## config.mk

```make
export PLATFORM = sky130hd
export DESIGN_NAME = sci_receiver
export DESIGN_NICKNAME = d
export VERILOG_FILES = /design/src/hdl/sci_rx_pkg.sv /design/src/hdl/rx_line_if.sv /design/src/hdl/oversample_tick_gen.sv /design/src/hdl/rx_pin_sync.sv /design/src/hdl/sci_receiver.sv
export VERILOG_INCLUDE_DIRS = /design/src /design/src/hdl
export SDC_FILE = /design/constraint.sdc
export NUM_CORES = 1
export LEC_CHECK = 0
export ABC_AREA = 1
export BUFFER_PORTS_ARGS = -buffer_cell sky130_fd_sc_hd__clkbuf_2
export CELL_PAD_IN_SITES_DETAIL_PLACEMENT = 0
export CELL_PAD_IN_SITES_GLOBAL_PLACEMENT = 2
export CORE_ASPECT_RATIO = 0.5
export CORE_UTILIZATION = 34
export CTS_CLUSTER_DIAMETER = 200
export DETAILED_ROUTE_END_ITERATION = 16
export GPL_ROUTABILITY_DRIVEN = 1
export HOLD_SLACK_MARGIN = 0.02
export PLACE_DENSITY_LB_ADDON = 0.1
export SETUP_SLACK_MARGIN = 0.2
export SLEW_MARGIN = 20
export SYNTH_ARGS = -nofsm -noshare
export SYNTH_HDL_FRONTEND = slang
export SYNTH_SLANG_ARGS = --single-unit
export TNS_END_PERCENT = 100
```

## constraint.sdc

```tcl
create_clock -name ref_clk -period 2.15 [get_ports ref_clk]
set_input_delay 0.1075 -clock ref_clk [delete_from_list [all_inputs] [get_ports ref_clk]]
set_output_delay 0.1075 -clock ref_clk [all_outputs]
set_load 0.03 [all_outputs]
```

## src/hdl/sci_rx_defines.svh

```systemverilog
`ifndef SCI_RX_DEFINES_SVH
`define SCI_RX_DEFINES_SVH

`define ADDR_CTRL 4'h0
`define ADDR_IRQ_EN 4'h1
`define ADDR_STATUS 4'h2
`define ADDR_DATA 4'h3

`define CTRL_STANDBY 0
`define CTRL_EXIT_SEL 1
`define CTRL_QUIET_SEL 2
`define CTRL_CHAR9 3
`define CTRL_PAR_EN 4
`define CTRL_PAR_ODD 5
`define CTRL_RESET 6'h00

`define FLG_FULL 0
`define FLG_QUIET 1
`define FLG_OVR 2
`define FLG_NOISE 3
`define FLG_FRAME 4
`define FLG_PAR 5
`define FLAGS_RESET 6'h00
`define IRQ_EN_RESET 6'h00
`define ST_BUSY 6

`define RT_FIRST 5'h01
`define RT_AFTER_EDGE 5'h02
`define RT_VER_A 5'h03
`define RT_LATE 5'h04
`define RT_VER_B 5'h05
`define RT_VER_C 5'h07
`define RT_SMP_A 5'h08
`define RT_SMP_B 5'h09
`define RT_SMP_C 5'h0A
`define RT_EARLY 5'h0B
`define RT_LAST 5'h10

`define BITS_8 4'h8
`define BITS_9 4'h9
`define QUIET_TICKS_8 8'hA0
`define QUIET_TICKS_9 8'hB0
`define TICK_DIV_DEFAULT 16'h0015

`endif

```

## src/hdl/sci_rx_pkg.sv

```systemverilog
package sci_rx_pkg;
    typedef enum logic [1:0] {
        st_hunt = 2'b00,
        st_start = 2'b01,
        st_data = 2'b10,
        st_stop = 2'b11
    } rx_state_type;
endpackage

```

## src/hdl/rx_line_if.sv

```systemverilog
`timescale 1ns/1ps
interface rx_line_if;
    logic tick;
    logic level;
    modport tick_src (output tick);
    modport line_src (output level);
    modport sink (input tick, input level);
endinterface

```

## src/hdl/oversample_tick_gen.sv

```systemverilog
`timescale 1ns/1ps
`include "sci_rx_defines.svh"
module oversample_tick_gen #(
    parameter logic [15:0] TICK_DIV = `TICK_DIV_DEFAULT
) (
    input wire logic ref_clk,
    input wire logic rst,
    rx_line_if.tick_src line
);
    logic [15:0] cnt_r;
    logic [15:0] cnt_nxt;
    logic tick_r;
    logic tick_nxt;

    always_comb begin
        cnt_nxt = cnt_r + 16'h0001;
        tick_nxt = 1'b0;
        if (cnt_r == TICK_DIV - 16'h0001) begin
            cnt_nxt = 16'h0000;
            tick_nxt = 1'b1;
        end
    end

    always_ff @(posedge ref_clk) begin
        if (rst) begin
            cnt_r <= 16'h0000;
            tick_r <= 1'b0;
        end else begin
            cnt_r <= cnt_nxt;
            tick_r <= tick_nxt;
        end
    end

    assign line.tick = tick_r;
endmodule

```

## src/hdl/rx_pin_sync.sv

```systemverilog
`timescale 1ns/1ps
module rx_pin_sync (
    input wire logic ref_clk,
    input wire logic rst,
    input wire logic pin,
    rx_line_if.line_src line
);
    logic s1_r;
    logic s2_r;
    logic s3_r;
    logic level_r;
    logic level_nxt;

    // A change counts only once the second and third stages agree
    always_comb begin
        level_nxt = (s2_r == s3_r) ? s3_r : level_r;
    end

    always_ff @(posedge ref_clk) begin
        if (rst) begin
            s1_r <= 1'b1;
            s2_r <= 1'b1;
            s3_r <= 1'b1;
            level_r <= 1'b1;
        end else begin
            s1_r <= pin;
            s2_r <= s1_r;
            s3_r <= s2_r;
            level_r <= level_nxt;
        end
    end

    assign line.level = level_r;
endmodule

```

## src/hdl/sci_receiver.sv

```systemverilog
`timescale 1ns/1ps
`include "sci_rx_defines.svh"
// Overview of operation
// - Start-bit RT8-10 samples never cancel a start; any 1 sets noise.
// - Stop bit sampled at RT8-10; majority 0 framing error, disagreement noise.
// - No 1 at stop position, break included, sets framing error.
// - Framing error flag rises in the same cycle as receive-full.
// - Valid falling edges inside a character realign the oversample counter.
// - Sixteen ticks per bit; stop sampling ends at tick 10 of stop bit.
// - Standby request suppresses receiver interrupt requests.
// - Address-mark mode: MSB-one character wakes receiver and sets receive-full.
// - Idle-line mode: idle character wakes receiver, sets no quiet or full flag.
// - Quiet count start selectable: after start bit or after stop bit.
// - Idle-line mode may wake at once if line already idle.
// - Character transfer sets receive-full; enabled flag raises receiver interrupt.
// - Ten or eleven consecutive ones set quiet flag; enable gates interrupt.
// - Overrun keeps old data, drops new, sets overrun flag; enable gates error irq.
// - Noise in any bit sets noise flag; enable gates error interrupt.
// - Enabled framing error raises error interrupt.
// - Parity failure sets parity flag; enable gates error interrupt.
// - Exit select 1 address mark, 0 idle line; reset gives idle line.
// - Quiet select 1 counts after stop, 0 after start; reset clears.
// - Character length select 0 eight bits, 1 nine bits.
module sci_receiver
    import sci_rx_pkg::*;
#(
    parameter logic [15:0] TICK_DIV = `TICK_DIV_DEFAULT
) (
    input wire logic ref_clk,
    input wire logic rst,
    input wire logic serial_input_pin,
    input wire logic [3:0] reg_addr,
    input wire logic [15:0] reg_wdata,
    input wire logic reg_wr,
    input wire logic reg_rd,
    output logic [15:0] reg_rdata,
    output logic rx_irq,
    output logic err_irq
);
    rx_line_if line_bus ();

    rx_pin_sync u_sync (
        .ref_clk(ref_clk),
        .rst(rst),
        .pin(serial_input_pin),
        .line(line_bus.line_src)
    );

    oversample_tick_gen #(.TICK_DIV(TICK_DIV)) u_tick (
        .ref_clk(ref_clk),
        .rst(rst),
        .line(line_bus.tick_src)
    );

    logic tick;
    logic lvl;
    assign tick = line_bus.tick;
    assign lvl = line_bus.level;

    // Frame state
    rx_state_type state_r, state_nxt;
    logic [4:0] rt_r, rt_nxt;
    logic [3:0] bit_idx_r, bit_idx_nxt;
    logic [8:0] shift_r, shift_nxt;
    logic [2:0] hunt_r, hunt_nxt;
    logic [1:0] samp_r, samp_nxt;
    logic last_bit_r, last_bit_nxt;
    logic noise_r, noise_nxt;
    logic [7:0] quiet_cnt_r, quiet_cnt_nxt;
    logic done_c;
    logic maj_c;
    logic dis_c;
    logic quiet_hit_c;

    // Registers
    logic [5:0] ctrl_r, ctrl_nxt;
    logic [5:0] irq_en_r, irq_en_nxt;
    logic [5:0] flags_r, flags_nxt;
    logic [8:0] data_buf_r, data_buf_nxt;
    logic [15:0] rdata_r, rdata_nxt;
    logic rx_irq_r, rx_irq_nxt;
    logic err_irq_r, err_irq_nxt;

    logic char9;
    logic [3:0] nbits;
    logic [7:0] quiet_max;
    logic quiet_allow;
    logic [2:0] trio;
    logic parity_bad;

    assign char9 = ctrl_r[`CTRL_CHAR9];
    assign nbits = char9 ? `BITS_9 : `BITS_8;
    assign quiet_max = char9 ? `QUIET_TICKS_9 : `QUIET_TICKS_8;
    assign trio = {samp_r, lvl};
    assign maj_c = (trio[0] & trio[1]) | (trio[0] & trio[2]) | (trio[1] & trio[2]);
    assign dis_c = (trio != 3'b000) && (trio != 3'b111);
    // Counting from the start bit can mistake trailing data ones for idle
    assign quiet_allow = (state_r == st_hunt) ||
        (!ctrl_r[`CTRL_QUIET_SEL] && (state_r != st_start));
    assign parity_bad = ctrl_r[`CTRL_PAR_EN] &&
        (((char9 ? ^shift_r : ^shift_r[8:1])) != ctrl_r[`CTRL_PAR_ODD]);

    always_comb begin
        state_nxt = state_r;
        rt_nxt = rt_r;
        bit_idx_nxt = bit_idx_r;
        shift_nxt = shift_r;
        hunt_nxt = hunt_r;
        samp_nxt = samp_r;
        last_bit_nxt = last_bit_r;
        noise_nxt = noise_r;
        quiet_cnt_nxt = quiet_cnt_r;
        done_c = 1'b0;
        quiet_hit_c = 1'b0;
        if (tick) begin
            rt_nxt = rt_r + `RT_FIRST;
            hunt_nxt = {hunt_r[1:0], lvl};
            if (rt_r == `RT_VER_A || rt_r == `RT_VER_B || rt_r == `RT_SMP_A || rt_r == `RT_SMP_B) begin
                samp_nxt = {samp_r[0], lvl};
            end
            if (lvl && quiet_allow) begin
                if (quiet_cnt_r < quiet_max) begin
                    quiet_cnt_nxt = quiet_cnt_r + 8'h01;
                    quiet_hit_c = (quiet_cnt_r == quiet_max - 8'h01);
                end
            end else begin
                quiet_cnt_nxt = 8'h00;
            end
            case (state_r)
                st_hunt: begin
                    rt_nxt = `RT_FIRST;
                    if (hunt_r == 3'b111 && !lvl) begin
                        state_nxt = st_start;
                        rt_nxt = `RT_AFTER_EDGE;
                        noise_nxt = 1'b0;
                        bit_idx_nxt = 4'h0;
                        shift_nxt = 9'h000;
                    end
                end
                st_start: begin
                    if (rt_r == `RT_VER_C && (trio[0] + trio[1] + trio[2]) >= 2'd2) begin
                        state_nxt = st_hunt;
                        hunt_nxt = 3'b000;
                    end else if (rt_r == `RT_VER_C) begin
                        noise_nxt = dis_c;
                    end
                    // Late samples only add noise, never abort the start
                    if (rt_r == `RT_SMP_C && (trio != 3'b000)) begin
                        noise_nxt = 1'b1;
                    end
                    if (rt_r == `RT_LAST) begin
                        state_nxt = st_data;
                        rt_nxt = `RT_FIRST;
                        last_bit_nxt = 1'b0;
                    end
                end
                st_data: begin
                    if (rt_r == `RT_SMP_C) begin
                        shift_nxt = {maj_c, shift_r[8:1]};
                        last_bit_nxt = maj_c;
                        noise_nxt = noise_r | dis_c;
                    end
                    if (last_bit_r && hunt_r[0] && !lvl && (rt_r >= `RT_EARLY || rt_r <= `RT_LATE)) begin
                        rt_nxt = `RT_AFTER_EDGE;
                        last_bit_nxt = 1'b0;
                    end
                    if (rt_r == `RT_LAST || (rt_nxt == `RT_AFTER_EDGE && rt_r >= `RT_EARLY)) begin
                        // An edge seen on tick 16 is RT1 of the next bit, so keep its realignment
                        if (rt_nxt != `RT_AFTER_EDGE) begin
                            rt_nxt = `RT_FIRST;
                        end
                        if (bit_idx_r == nbits - 4'h1) begin
                            state_nxt = st_stop;
                        end else begin
                            bit_idx_nxt = bit_idx_r + 4'h1;
                        end
                    end
                end
                st_stop: begin
                    if (rt_r == `RT_SMP_C) begin
                        done_c = 1'b1;
                        state_nxt = st_hunt;
                        rt_nxt = `RT_FIRST;
                        hunt_nxt = maj_c ? 3'b111 : 3'b000;
                    end
                end
                default: begin
                    state_nxt = st_hunt;
                end
            endcase
        end
    end

    always_ff @(posedge ref_clk) begin
        if (rst) begin
            state_r <= st_hunt;
            rt_r <= `RT_FIRST;
            bit_idx_r <= 4'h0;
            shift_r <= 9'h000;
            hunt_r <= 3'b000;
            samp_r <= 2'b00;
            last_bit_r <= 1'b0;
            noise_r <= 1'b0;
            quiet_cnt_r <= 8'h00;
        end else begin
            state_r <= state_nxt;
            rt_r <= rt_nxt;
            bit_idx_r <= bit_idx_nxt;
            shift_r <= shift_nxt;
            hunt_r <= hunt_nxt;
            samp_r <= samp_nxt;
            last_bit_r <= last_bit_nxt;
            noise_r <= noise_nxt;
            quiet_cnt_r <= quiet_cnt_nxt;
        end
    end

    // Register file; hardware sets beat software clears in the same cycle
    logic standby;
    logic idle_wake;
    assign standby = ctrl_r[`CTRL_STANDBY];
    assign idle_wake = standby && !ctrl_r[`CTRL_EXIT_SEL] && (quiet_hit_c || quiet_cnt_r == quiet_max);

    always_comb begin
        ctrl_nxt = ctrl_r;
        irq_en_nxt = irq_en_r;
        flags_nxt = flags_r;
        data_buf_nxt = data_buf_r;
        rdata_nxt = 16'h0000;
        if (reg_wr && reg_addr == `ADDR_STATUS) begin
            flags_nxt = flags_r & ~reg_wdata[5:0];
        end
        if (reg_rd && reg_addr == `ADDR_DATA) begin
            flags_nxt[`FLG_FULL] = 1'b0;
        end
        if (idle_wake) begin
            ctrl_nxt[`CTRL_STANDBY] = 1'b0;
        end else if (quiet_hit_c && !standby) begin
            flags_nxt[`FLG_QUIET] = 1'b1;
        end
        if (done_c) begin
            if (standby) begin
                if (ctrl_r[`CTRL_EXIT_SEL] && shift_r[8]) begin
                    ctrl_nxt[`CTRL_STANDBY] = 1'b0;
                    flags_nxt[`FLG_FULL] = 1'b1;
                    data_buf_nxt = char9 ? shift_r : {1'b0, shift_r[8:1]};
                end
            end else if (flags_r[`FLG_FULL]) begin
                flags_nxt[`FLG_OVR] = 1'b1;
            end else begin
                flags_nxt[`FLG_FULL] = 1'b1;
                data_buf_nxt = char9 ? shift_r : {1'b0, shift_r[8:1]};
                flags_nxt[`FLG_FRAME] = !maj_c;
                flags_nxt[`FLG_NOISE] = flags_r[`FLG_NOISE] | noise_r | dis_c;
                flags_nxt[`FLG_PAR] = flags_r[`FLG_PAR] | parity_bad;
            end
        end
        // A software write to control lands last, so re-arming standby always takes
        if (reg_wr && reg_addr == `ADDR_CTRL) begin
            ctrl_nxt = reg_wdata[5:0];
        end
        if (reg_wr && reg_addr == `ADDR_IRQ_EN) begin
            irq_en_nxt = reg_wdata[5:0];
        end
        if (reg_rd) begin
            case (reg_addr)
                `ADDR_CTRL: rdata_nxt = {10'h000, ctrl_r};
                `ADDR_IRQ_EN: rdata_nxt = {10'h000, irq_en_r};
                `ADDR_STATUS: rdata_nxt = {9'h000, state_r != st_hunt, flags_r};
                `ADDR_DATA: rdata_nxt = {7'h00, data_buf_r};
                default: rdata_nxt = 16'h0000;
            endcase
        end
        rx_irq_nxt = !ctrl_nxt[`CTRL_STANDBY] &&
            ((flags_nxt[`FLG_FULL] && irq_en_nxt[`FLG_FULL]) || (flags_nxt[`FLG_QUIET] && irq_en_nxt[`FLG_QUIET]));
        err_irq_nxt = |(flags_nxt[5:2] & irq_en_nxt[5:2]);
    end

    always_ff @(posedge ref_clk) begin
        if (rst) begin
            ctrl_r <= `CTRL_RESET;
            irq_en_r <= `IRQ_EN_RESET;
            flags_r <= `FLAGS_RESET;
            data_buf_r <= 9'h000;
            rdata_r <= 16'h0000;
            rx_irq_r <= 1'b0;
            err_irq_r <= 1'b0;
        end else begin
            ctrl_r <= ctrl_nxt;
            irq_en_r <= irq_en_nxt;
            flags_r <= flags_nxt;
            data_buf_r <= data_buf_nxt;
            rdata_r <= rdata_nxt;
            rx_irq_r <= rx_irq_nxt;
            err_irq_r <= err_irq_nxt;
        end
    end

    assign reg_rdata = rdata_r;
    assign rx_irq = rx_irq_r;
    assign err_irq = err_irq_r;
endmodule

```

-- Word-level counts from Yosys, hierarchy flattened
Cells that the tools add are included.
- eq/ne operators: 38
- bitwise operators: 13
- $add $sub $neg: 8
- order comparisons: 4
- reduce and logical (&&, ||, !) cells: 56
- muxes and demuxes: 72
- operators with widths (operator ; count):
    two-way mux 9 bit ; 6
    two-way mux 5 bit ; 8
    one-hot mux 9 bit (4 select lines) ; 1
    two-way mux 1 bit ; 30
    logical AND 1 bit ; 22
    two-way mux 4 bit ; 5
    one-hot mux 5 bit (4 select lines) ; 1
    one-hot mux 9 bit (2 select lines) ; 1
    adder 16 x 1 -> 16 bit, second input constant ; 1
    equality test 16 x 5 -> 1 bit, second input constant ; 1
    equality test 8 bit ; 2
    two-way mux 8 bit ; 2
    equality test 5 x 4 -> 1 bit, second input constant ; 3
    != test 3 bit, second input constant ; 5
    two-way mux 2 bit ; 7
    != test 2 bit, second input constant ; 7
    two-way mux 3 bit ; 4
    two-way mux 6 bit ; 2
    AND reduction 6 bit ; 2
    equality test 5 x 2 -> 1 bit, second input constant ; 2
    equality test 5 x 3 -> 1 bit, second input constant ; 2
    XOR reduction 9 bit ; 1
    adder 8 x 1 -> 8 bit, second input constant ; 1
    equality test 4 x 2 -> 1 bit, second input constant ; 2
    44 further kinds ; 73
- logic and storage cells: 214
- input bits: 25
- flip-flop bits (word level): 101

-- Logic depth before layout (Yosys ltp)
Gate-level depths: netlist of run 1.
- depth in word-level cells: 15
- mapped depth: 16

-- Cells and area by module
From an unflattened synthesis of run 1, not the netlist that was laid out.
- cells, all modules: 747
- area total of the unflattened synthesis: 5237.5 um^2
- modules (own cells, without submodules) (module ; area each (um^2) ; sequential area each (um^2) ; times used ; cells an instance):
    sci_receiver ; 4249.1 ; 1461.4 ; 1 ; 606
    oversample_tick_gen ; 859.6 ; 340.3 ; 1 ; 126
    rx_pin_sync ; 128.9 ; 80.1 ; 1 ; 15

-- Worst setup path before layout of run 1
OpenSTA, ideal clock, no wires.
- kind: reg2reg
- start point: register rt_r[0]
- end point: register bit_idx_r[1]
- slack: 0.355 ns
- cell stages (with the launch flop): 12
- data arrival time: 1.669 ns
- period minus slack after synthesis: 1.795 ns
- setup time: 0.125 ns
- path buffers: 0
- path through: dfxtp_1 -> ha_1 -> nand2_2 -> nor2_2 -> xor2_1 -> o21ai_2 -> nand4_2 -> nand2_4 -> nand2_4 -> clkinv_4 -> o21ai_2 -> nor2_2
- cells in the longest elaborated chain, start to end: 11
- elaborated cells on any way between the ends: 14
- classes of those cells: 1 x add/sub; 2 x order compare; 3 x eq/ne; 3 x mux; 5 x reduce/logical
- RTL lines (what ; line ; text):
    from (decl) ; sci_receiver.sv:62 ; logic [4:0] rt_r, rt_nxt;
    from (signal assigned) ; sci_receiver.sv:197 ; rt_r <= `RT_FIRST;
    from (signal assigned) ; sci_receiver.sv:207 ; rt_r <= rt_nxt;
    greater-or-equal comparator 5 x 4 -> 1 bit (no source line) / less-or-equal comparator 5 x 3 -> 1 bit (equally long branches) ; - ;
    logical OR 1 bit (no source line) ; - ;
    logical AND 1 bit ; sci_receiver.sv:163 ; if (last_bit_r && hunt_r[0] && !lvl && (rt_r >= `RT_EARLY || rt_r <= `RT_LATE)) begin
    two-way mux 5 bit ; sci_receiver.sv:163 ;
    two-way mux 5 bit ; sci_receiver.sv:129 ; case (state_r)
    two-way mux 5 bit ; sci_receiver.sv:115 ; if (tick) begin
    equality test 5 x 2 -> 1 bit (no source line) ; - ;
    logical AND 1 bit (no source line) ; - ;
    logical OR 1 bit (*) ; sci_receiver.sv:167 ; if (rt_r == `RT_LAST || (rt_nxt == `RT_AFTER_EDGE && rt_r >= `RT_EARLY)) begin
    != test 2 bit (no source line) (*) ; - ;
    AND reduction 5 bit (no source line) (*) ; - ;
    to (signal assigned) ; sci_receiver.sv:208 ; bit_idx_r <= bit_idx_nxt;
    to (decl) ; sci_receiver.sv:63 ; logic [3:0] bit_idx_r, bit_idx_nxt;
Every way passes the cells marked *; elsewhere a longest branch is shown, timed or not. The select of a mux whose other input is x is not followed.
A chain may end at the register's enable or synchronous reset.

-- Worst setup path after layout of run 1
- start point: register u_tick.cnt_r[1]
- end point: register u_tick.cnt_r[14]
- cells in the longest elaborated chain, start to end: 2
- elaborated cells on any way between the ends: 3
- classes of those cells: 1 x add/sub; 1 x eq/ne; 1 x reduce/logical
- RTL lines (what ; line ; text):
    from (decl) ; oversample_tick_gen.sv:10 ; logic [15:0] cnt_r;
    from (signal assigned) ; oversample_tick_gen.sv:29 ; cnt_r <= cnt_nxt;
    parallel branches: the longest is 2 deep, another holds adder 16 x 1 -> 16 bit ; - ;
Several ways; the timed one is not identified.

==> results of run 1 <==
[final cells by class]
| class | instances | area, µm² | area share (%) |
|---|---|---|---|
| sequential | 94 | 1898 | 31.69 |
| tap | 198 | 247.7 | 4.136 |
| multi-input combinational | 509 | 2843 | 47.46 |
| timing repair buffer | 57 | 392.9 | 6.559 |
| inverter | 84 | 324.1 | 5.410 |
| clock buffer | 10 | 239.0 | 3.990 |
| clock inverter | 6 | 45.04 | 0.7520 |
[registers in the layout, summed over array words and instances, names as in the netlist, 3 cells and up, named ones only]
signal        cells
hunt_r            3
flags_r           6
irq_en_r          6
ctrl_r            6
rt_r              5
shift_r           9
quiet_cnt_r       8
reg_rdata         9
u_tick.cnt_r     16
bit_idx_r         4
data_buf_r        9
[cells by family after synthesis]
| logic type | share of synthesized area, % |
|---|---|
| xor+xnor | 2.757 |
| fa+ha+maj | 3.939 |
| flops | 37.03 |
| buf+inv | 9.478 |
| compound gates | 15.49 |
| simple gates | 31.24 |
| other cells | 0.07378 |
[metrics by stage]
step | hold slack, ps | std cells
4_1_cts | 66.90 | 946
6_report | 79.95 | 958
2_1_floorplan | 197.9 | 717
5_1_grt | 86.75 | 958
3_5_place_dp | 294.7 | 929
3_3_place_gp | 291.9 | 929
[cell usage after synthesis (all sizes together) (2+ instances only)]
cell	number
a211oi	3
a21oi	53
a221oi	8
a31oi	8
buf	18
clkbuf	12
clkinv	4
dfxtp	94
ha	16
inv	80
nand2	163
nand3	45
nand3b	2
nand4	8
nor2	78
nor3	19
nor3b	5
nor4	6
o211ai	3
o21ai	48
o22ai	7
o31ai	2
or2	8
xnor2	10
xor2	6
[repair_timing]
action,4_1_cts,5_1_grt
setup endpoints to repair,4,31
buffers inserted,0,12
endpoints found under the hold margin,1,0
hold buffers,1,0
gates resized for setup,4,38
pin swaps,0,11
[per-layer routing]
layer | GRT usage [%] | share of wire (%) | vias to the layer above
met5 | 0 | 0 | -
met4 | 4.269 | 0.61 | 0
met3 | 4.338 | 3.8 | 7
met2 | 29.98 | 44 | 62
met1 | 24.84 | 52 | 2070
li1 | - | - | 2412
[layout by cell type (no fill, tap or decap), drive strengths merged, types with 5 or more instances in the layout]
cell type  Yosys  final
nor3b          5      5
o22ai          7      7
dfxtp         94     94
a31oi          8      8
nor4           6      6
clkbuf        12     35
a21oi         53     53
or2            8      8
buf           18     31
ha            16     16
clkinv         4      6
nor3          19     19
xor2           6      6
conb           1      7
nand3         45     45
a221oi         8      8
xnor2         10     10
nor2          78     78
inv           80     81
o21ai         48     48
nand2        163    163
nand4          8      8
[worst max path at each step]
stage,slack [ps],end,cells after the start
5_1_grt,50,u_tick.cnt_r[14]$_SDFF_PP0_,14
4_1_cts,220,u_tick.cnt_r[14]$_SDFF_PP0_,14
6_report,200,u_tick.cnt_r[14]$_SDFF_PP0_,14
3_3_place_gp,160,bit_idx_r[1]$_SDFFE_PP0P_,11
2_1_floorplan,360,bit_idx_r[1]$_SDFFE_PP0P_,11
3_5_place_dp,110,bit_idx_r[1]$_SDFFE_PP0P_,11
[worst max-delay path: cells and delay by family, from the launching register on]
family | cells | cell delay [ps]
AO/OA/AOI/OAI | 1 | 40
buffers and inverters | 2 | 180
adder cells (fa/ha/maj) | 1 | 150
AND/OR/NAND/NOR | 10 | 1130
flip-flops | 1 | 380
[power breakdown]
group          switching [µW]  internal (µW)  total, µW
logic                    99.2           43.1        142
clock network             723            822       1550
registers                10.1           1750       1760
==> impl_metrics.toml, run 1 <==
[finish]
fin_nets = 796
fin_area_um2 = 5989
final_core_util_pct = 41.18
n_fill_cell = 1536
area_growth_pct = 17.85
drive_gt1_share_pct = 20.39
antenna_cells = 0

[synthesis]
yosys_most_used_dff = "dfxtp_1"
synth_top_area_cell = "dfxtp_1"
synth-async-reset-ratio_pct = 0
synthDominantCellAreaShare_pct = 37.03
syn_area_um2 = 5082
ys_seq_elements = 94
synth_cell_type_count = 51
synth_edf_count = 0
yosys_warnings = 0
synth_area_leaders = "dfxtp_1 (37%), nand2_1 (11%), inv_1 (5.3%)"
ys_seq_area_share_pct = 37.03
synthCells = 711
syn_area_per_cell_um2 = 7.148

[min_path]
whs_path_depth = 3
hold_end = "ctrl_r[0]$_SDFF_PP0_"
hold_class = "in2reg"
hp-start = "reg_wdata[0]"

[detailed_routing]
dr.pass1.iters = 4
via_count = 4551
wl_per_cell_um = 14.07
wl_um = 13480
viasPerCell = 4.751
drt_iter0_drc = 186
final_antenna_net_count = 0
route.detailed.drc = 0

[clocking]
cts_tree = "done"
clk_pin_slew_ps = 70
clock_path_buffers = 2
ctsRootBufferMaster = "clkbuf_16"
cts_buffers = 9
cts.sinks = 94
h-tree-depth = 3
clk_latency_ps = 350

[critical_path]
cp-startpoint = "u_tick.cnt_r[1]$_SDFF_PP0_"
cp_slowest_cell = "dfxtp_4"
worst_ep_required_time_ps = 2430
reg2regPathDepth = 14
cp_cell_sequence = "ha_4 -> nand2_4 -> nor2_4 -> inv_2 -> nor2_4 -> nand2_4 -> nor2_4 -> nand2_4 -> nor3_4 -> nand2_1 -> nor2_2 -> buf_4 -> a21oi_2 -> nor3_2"
worstReg2RegStart = "u_tick.cnt_r[1]$_SDFF_PP0_"
criticalPathCategory = "reg2reg"
slowest_delay_ps = 380
worstSetupEndpointType = "flip-flop"
cp_max_fo = 4
rrSetupSlack_ps = 200
cp-start-kind = "flip-flop"
cp.arrival_ps = 2230
r2r-end = "u_tick.cnt_r[14]$_SDFF_PP0_"

[die]
die_area_um2 = 15470
core-area_um2 = 14550
die_y_um = 88.46
ios = 43
initial_core_util_pct = 34.94
fp-row-count = 31
die_w_um = 174.9

[grt]
antenna_found_initial = 1
grt_pass1_wl_um = 21840
grt_overflow = 0
grt_max_degree = 39
grtUsageTotal_pct = 18.40
grt_pass1_vias = 4192

[sta]
hold_viol = 0
slew_headroom_pct = 63.87
min_period_ps = 1949
rsz0062_at_grt = "yes"
setup_violations = 0
slew_viol_final = 0
max_freq_mhz = 513.1
worstMarginPinSlew_ps = 538.6
setup_tns_ps = 0
skew_ps = 9.309
fin_crit_sh_pct = 90.65
fin_ws_ps = 201.1

[place]
io_buffers = 25
placed_area_um2 = 5484
place_congestion = 0.7871
hpwl_um = 9808
pre_cts_ws_ps = 113.6

[power_and_ir_drop]
finalPower_uw = 3450
leakage_uw = 0.002410
power-per-cell-area_nw_per_um2 = 576.0
peakVddDrop_v = 0.0003578

[job]
maxCapViolations = 0

[run_status]
status = "finished, final reports clean"
Power figures use the tool's default switching activity.
==> run 2: changes to the inputs <==
MAX_ROUTING_LAYER = met4   (was default)
==> impl_metrics.toml, run 2 (same netlist as run 1, synthesis figures left out) <==
[run_status]
status = "finished, final reports clean"

[power_and_ir_drop]
peakVddDrop_v = 0.0003636
leakage_uw = 0.002410
power-per-cell-area_nw_per_um2 = 577.4

[grt]
grt_pass1_vias = 4191
grt_max_degree = 39
grt_overflow = 0
grt_pass1_wl_um = 21890
antenna_found_initial = 1
grtUsageTotal_pct = 19.05

[critical_path]
cp_slowest_cell = "dfxtp_4"
cp-start-kind = "flip-flop"
worst_ep_required_time_ps = 2430
worstSetupEndpointType = "flip-flop"
slowest_delay_ps = 380
path_buf_inv = 2
cp.arrival_ps = 2230
cp_max_fo = 4
cp_cell_sequence = "ha_4 -> nand2_4 -> nor2_4 -> inv_2 -> nor2_4 -> nand2_4 -> nor2_4 -> nand2_4 -> nor3_4 -> nand2_1 -> nor2_2 -> buf_4 -> a21oi_2 -> nor3_2"
criticalPathCategory = "reg2reg"
critPathTopFamily = "simple AND/OR/NAND/NOR gates"

[detailed_routing]
drt_iter0_drc = 227
wl_per_cell_um = 14.08
via_count = 4566
wl_um = 13490
dr.pass1.iters = 4
viasPerCell = 4.766
route.detailed.drc = 0
final_antenna_net_count = 0

[clocking]
ctsRootBufferMaster = "clkbuf_16"
cts_tree = "done"
cts_buffers = 9
cts.sinks = 94
clock_path_buffers = 2
clk_latency_ps = 360
clk_pin_slew_ps = 70
h-tree-depth = 3

[die]
ios = 43
fp-row-count = 31
core-area_um2 = 14550
die_area_um2 = 15470
initial_core_util_pct = 34.94
die_w_um = 174.9
die_y_um = 88.46

[place]
place_congestion = 0.7981
hpwl_um = 9808
placed_area_um2 = 5484
io_buffers = 25
dp_cells = 929

[sta]
fin_crit_sh_pct = 90.71
min_period_ps = 1950
setup_violations = 0
setup_tns_ps = 0
skew_ps = 10.42
slew_viol_final = 0
rsz0062_at_grt = "yes"
hold_viol = 0
max_freq_mhz = 512.8
slew_headroom_pct = 64.49
hold_slack_ps = 79.01
worstMarginPinSlew_ps = 529.3

[job]
maxCapViolations = 0

[finish]
fin_nets = 796
stdcell_count = 958
antenna_cells = 0
layout_commonest_cell = "nand2_1"
fin_area_um2 = 5989
final_cell_mix = "nand2_1 (150), dfxtp_1 (85), inv_1 (69)"
drive_gt1_share_pct = 20.39
top_register = "u_tick.cnt_r"
largest_reg_flops = 16
area_growth_pct = 17.85

[min_path]
hold_class = "in2reg"
[run 2: cell type report]
| class | instances | area [µm²] |
|---|---|---|
| clock buffer | 10 | 239.0 |
| multi-input combinational | 509 | 2843 |
| inverter | 84 | 324.1 |
| tap | 198 | 247.7 |
| fill | 1536 | 8556 |
| clock inverter | 6 | 45.04 |
| sequential | 94 | 1898 |
| timing repair buffer | 57 | 392.9 |
[run 2: stage by stage]
stage	total power [µW]	setup slack [ps]	util, %
2_1_floorplan	1887	355.2	-
3_3_place_gp	1934	157.8	37.70
3_5_place_dp	1935	113.6	37.70
4_1_cts	3504	215.2	39.81
5_1_grt	3612	54.01	41.18
6_report	3458	199.8	41.18
[run 2: report_power, final]
group          total, µW  switching, µW  internal [µW]
Clock               1550            732            822
Sequential          1760           10.2           1750
Combinational        142           98.8           43.1
Total               3460            841           2620
[run 2: worst min-delay path: stages]
cell	delay, ps
clkbuf_2	100
nand3_1	100
a21oi_1	70
[run 2: worst paths after layout]
kind / startpoint / endpoint / slack, ps / depth (start not counted)
worst min-delay path: reg_wdata[0] / ctrl_r[0]$_SDFF_PP0_ / 80 / 3
worst max register to register: u_tick.cnt_r[1]$_SDFF_PP0_ / u_tick.cnt_r[14]$_SDFF_PP0_ / 200 / 14
worst min register to register: u_sync.s1_r$_SDFF_PP1_ / u_sync.s2_r$_SDFF_PP1_ / 420 / 1
worst max-delay path: u_tick.cnt_r[1]$_SDFF_PP0_ / u_tick.cnt_r[14]$_SDFF_PP0_ / 200 / 14
[run 2: repair_timing]
action	CTS	global route
endpoints found under the hold margin	1	0
hold buffers	1	0
resized for setup	4	37
setup buffers	0	12
setup endpoints to repair	4	31
pin swaps	0	11
[run 2: layer usage]
metal / part of all wire [%] / global-route usage, % / up-vias / wire length, µm
met4: 0.91 / 4.269 / 0 / 123
met2: 43 / 29.87 / 59 / 5831
met1: 52 / 24.97 / 2087 / 7040
li1: - / - / 2410 / -
met3: 3.6 / 4.467 / 10 / 492
met5: 0 / - / - / 0
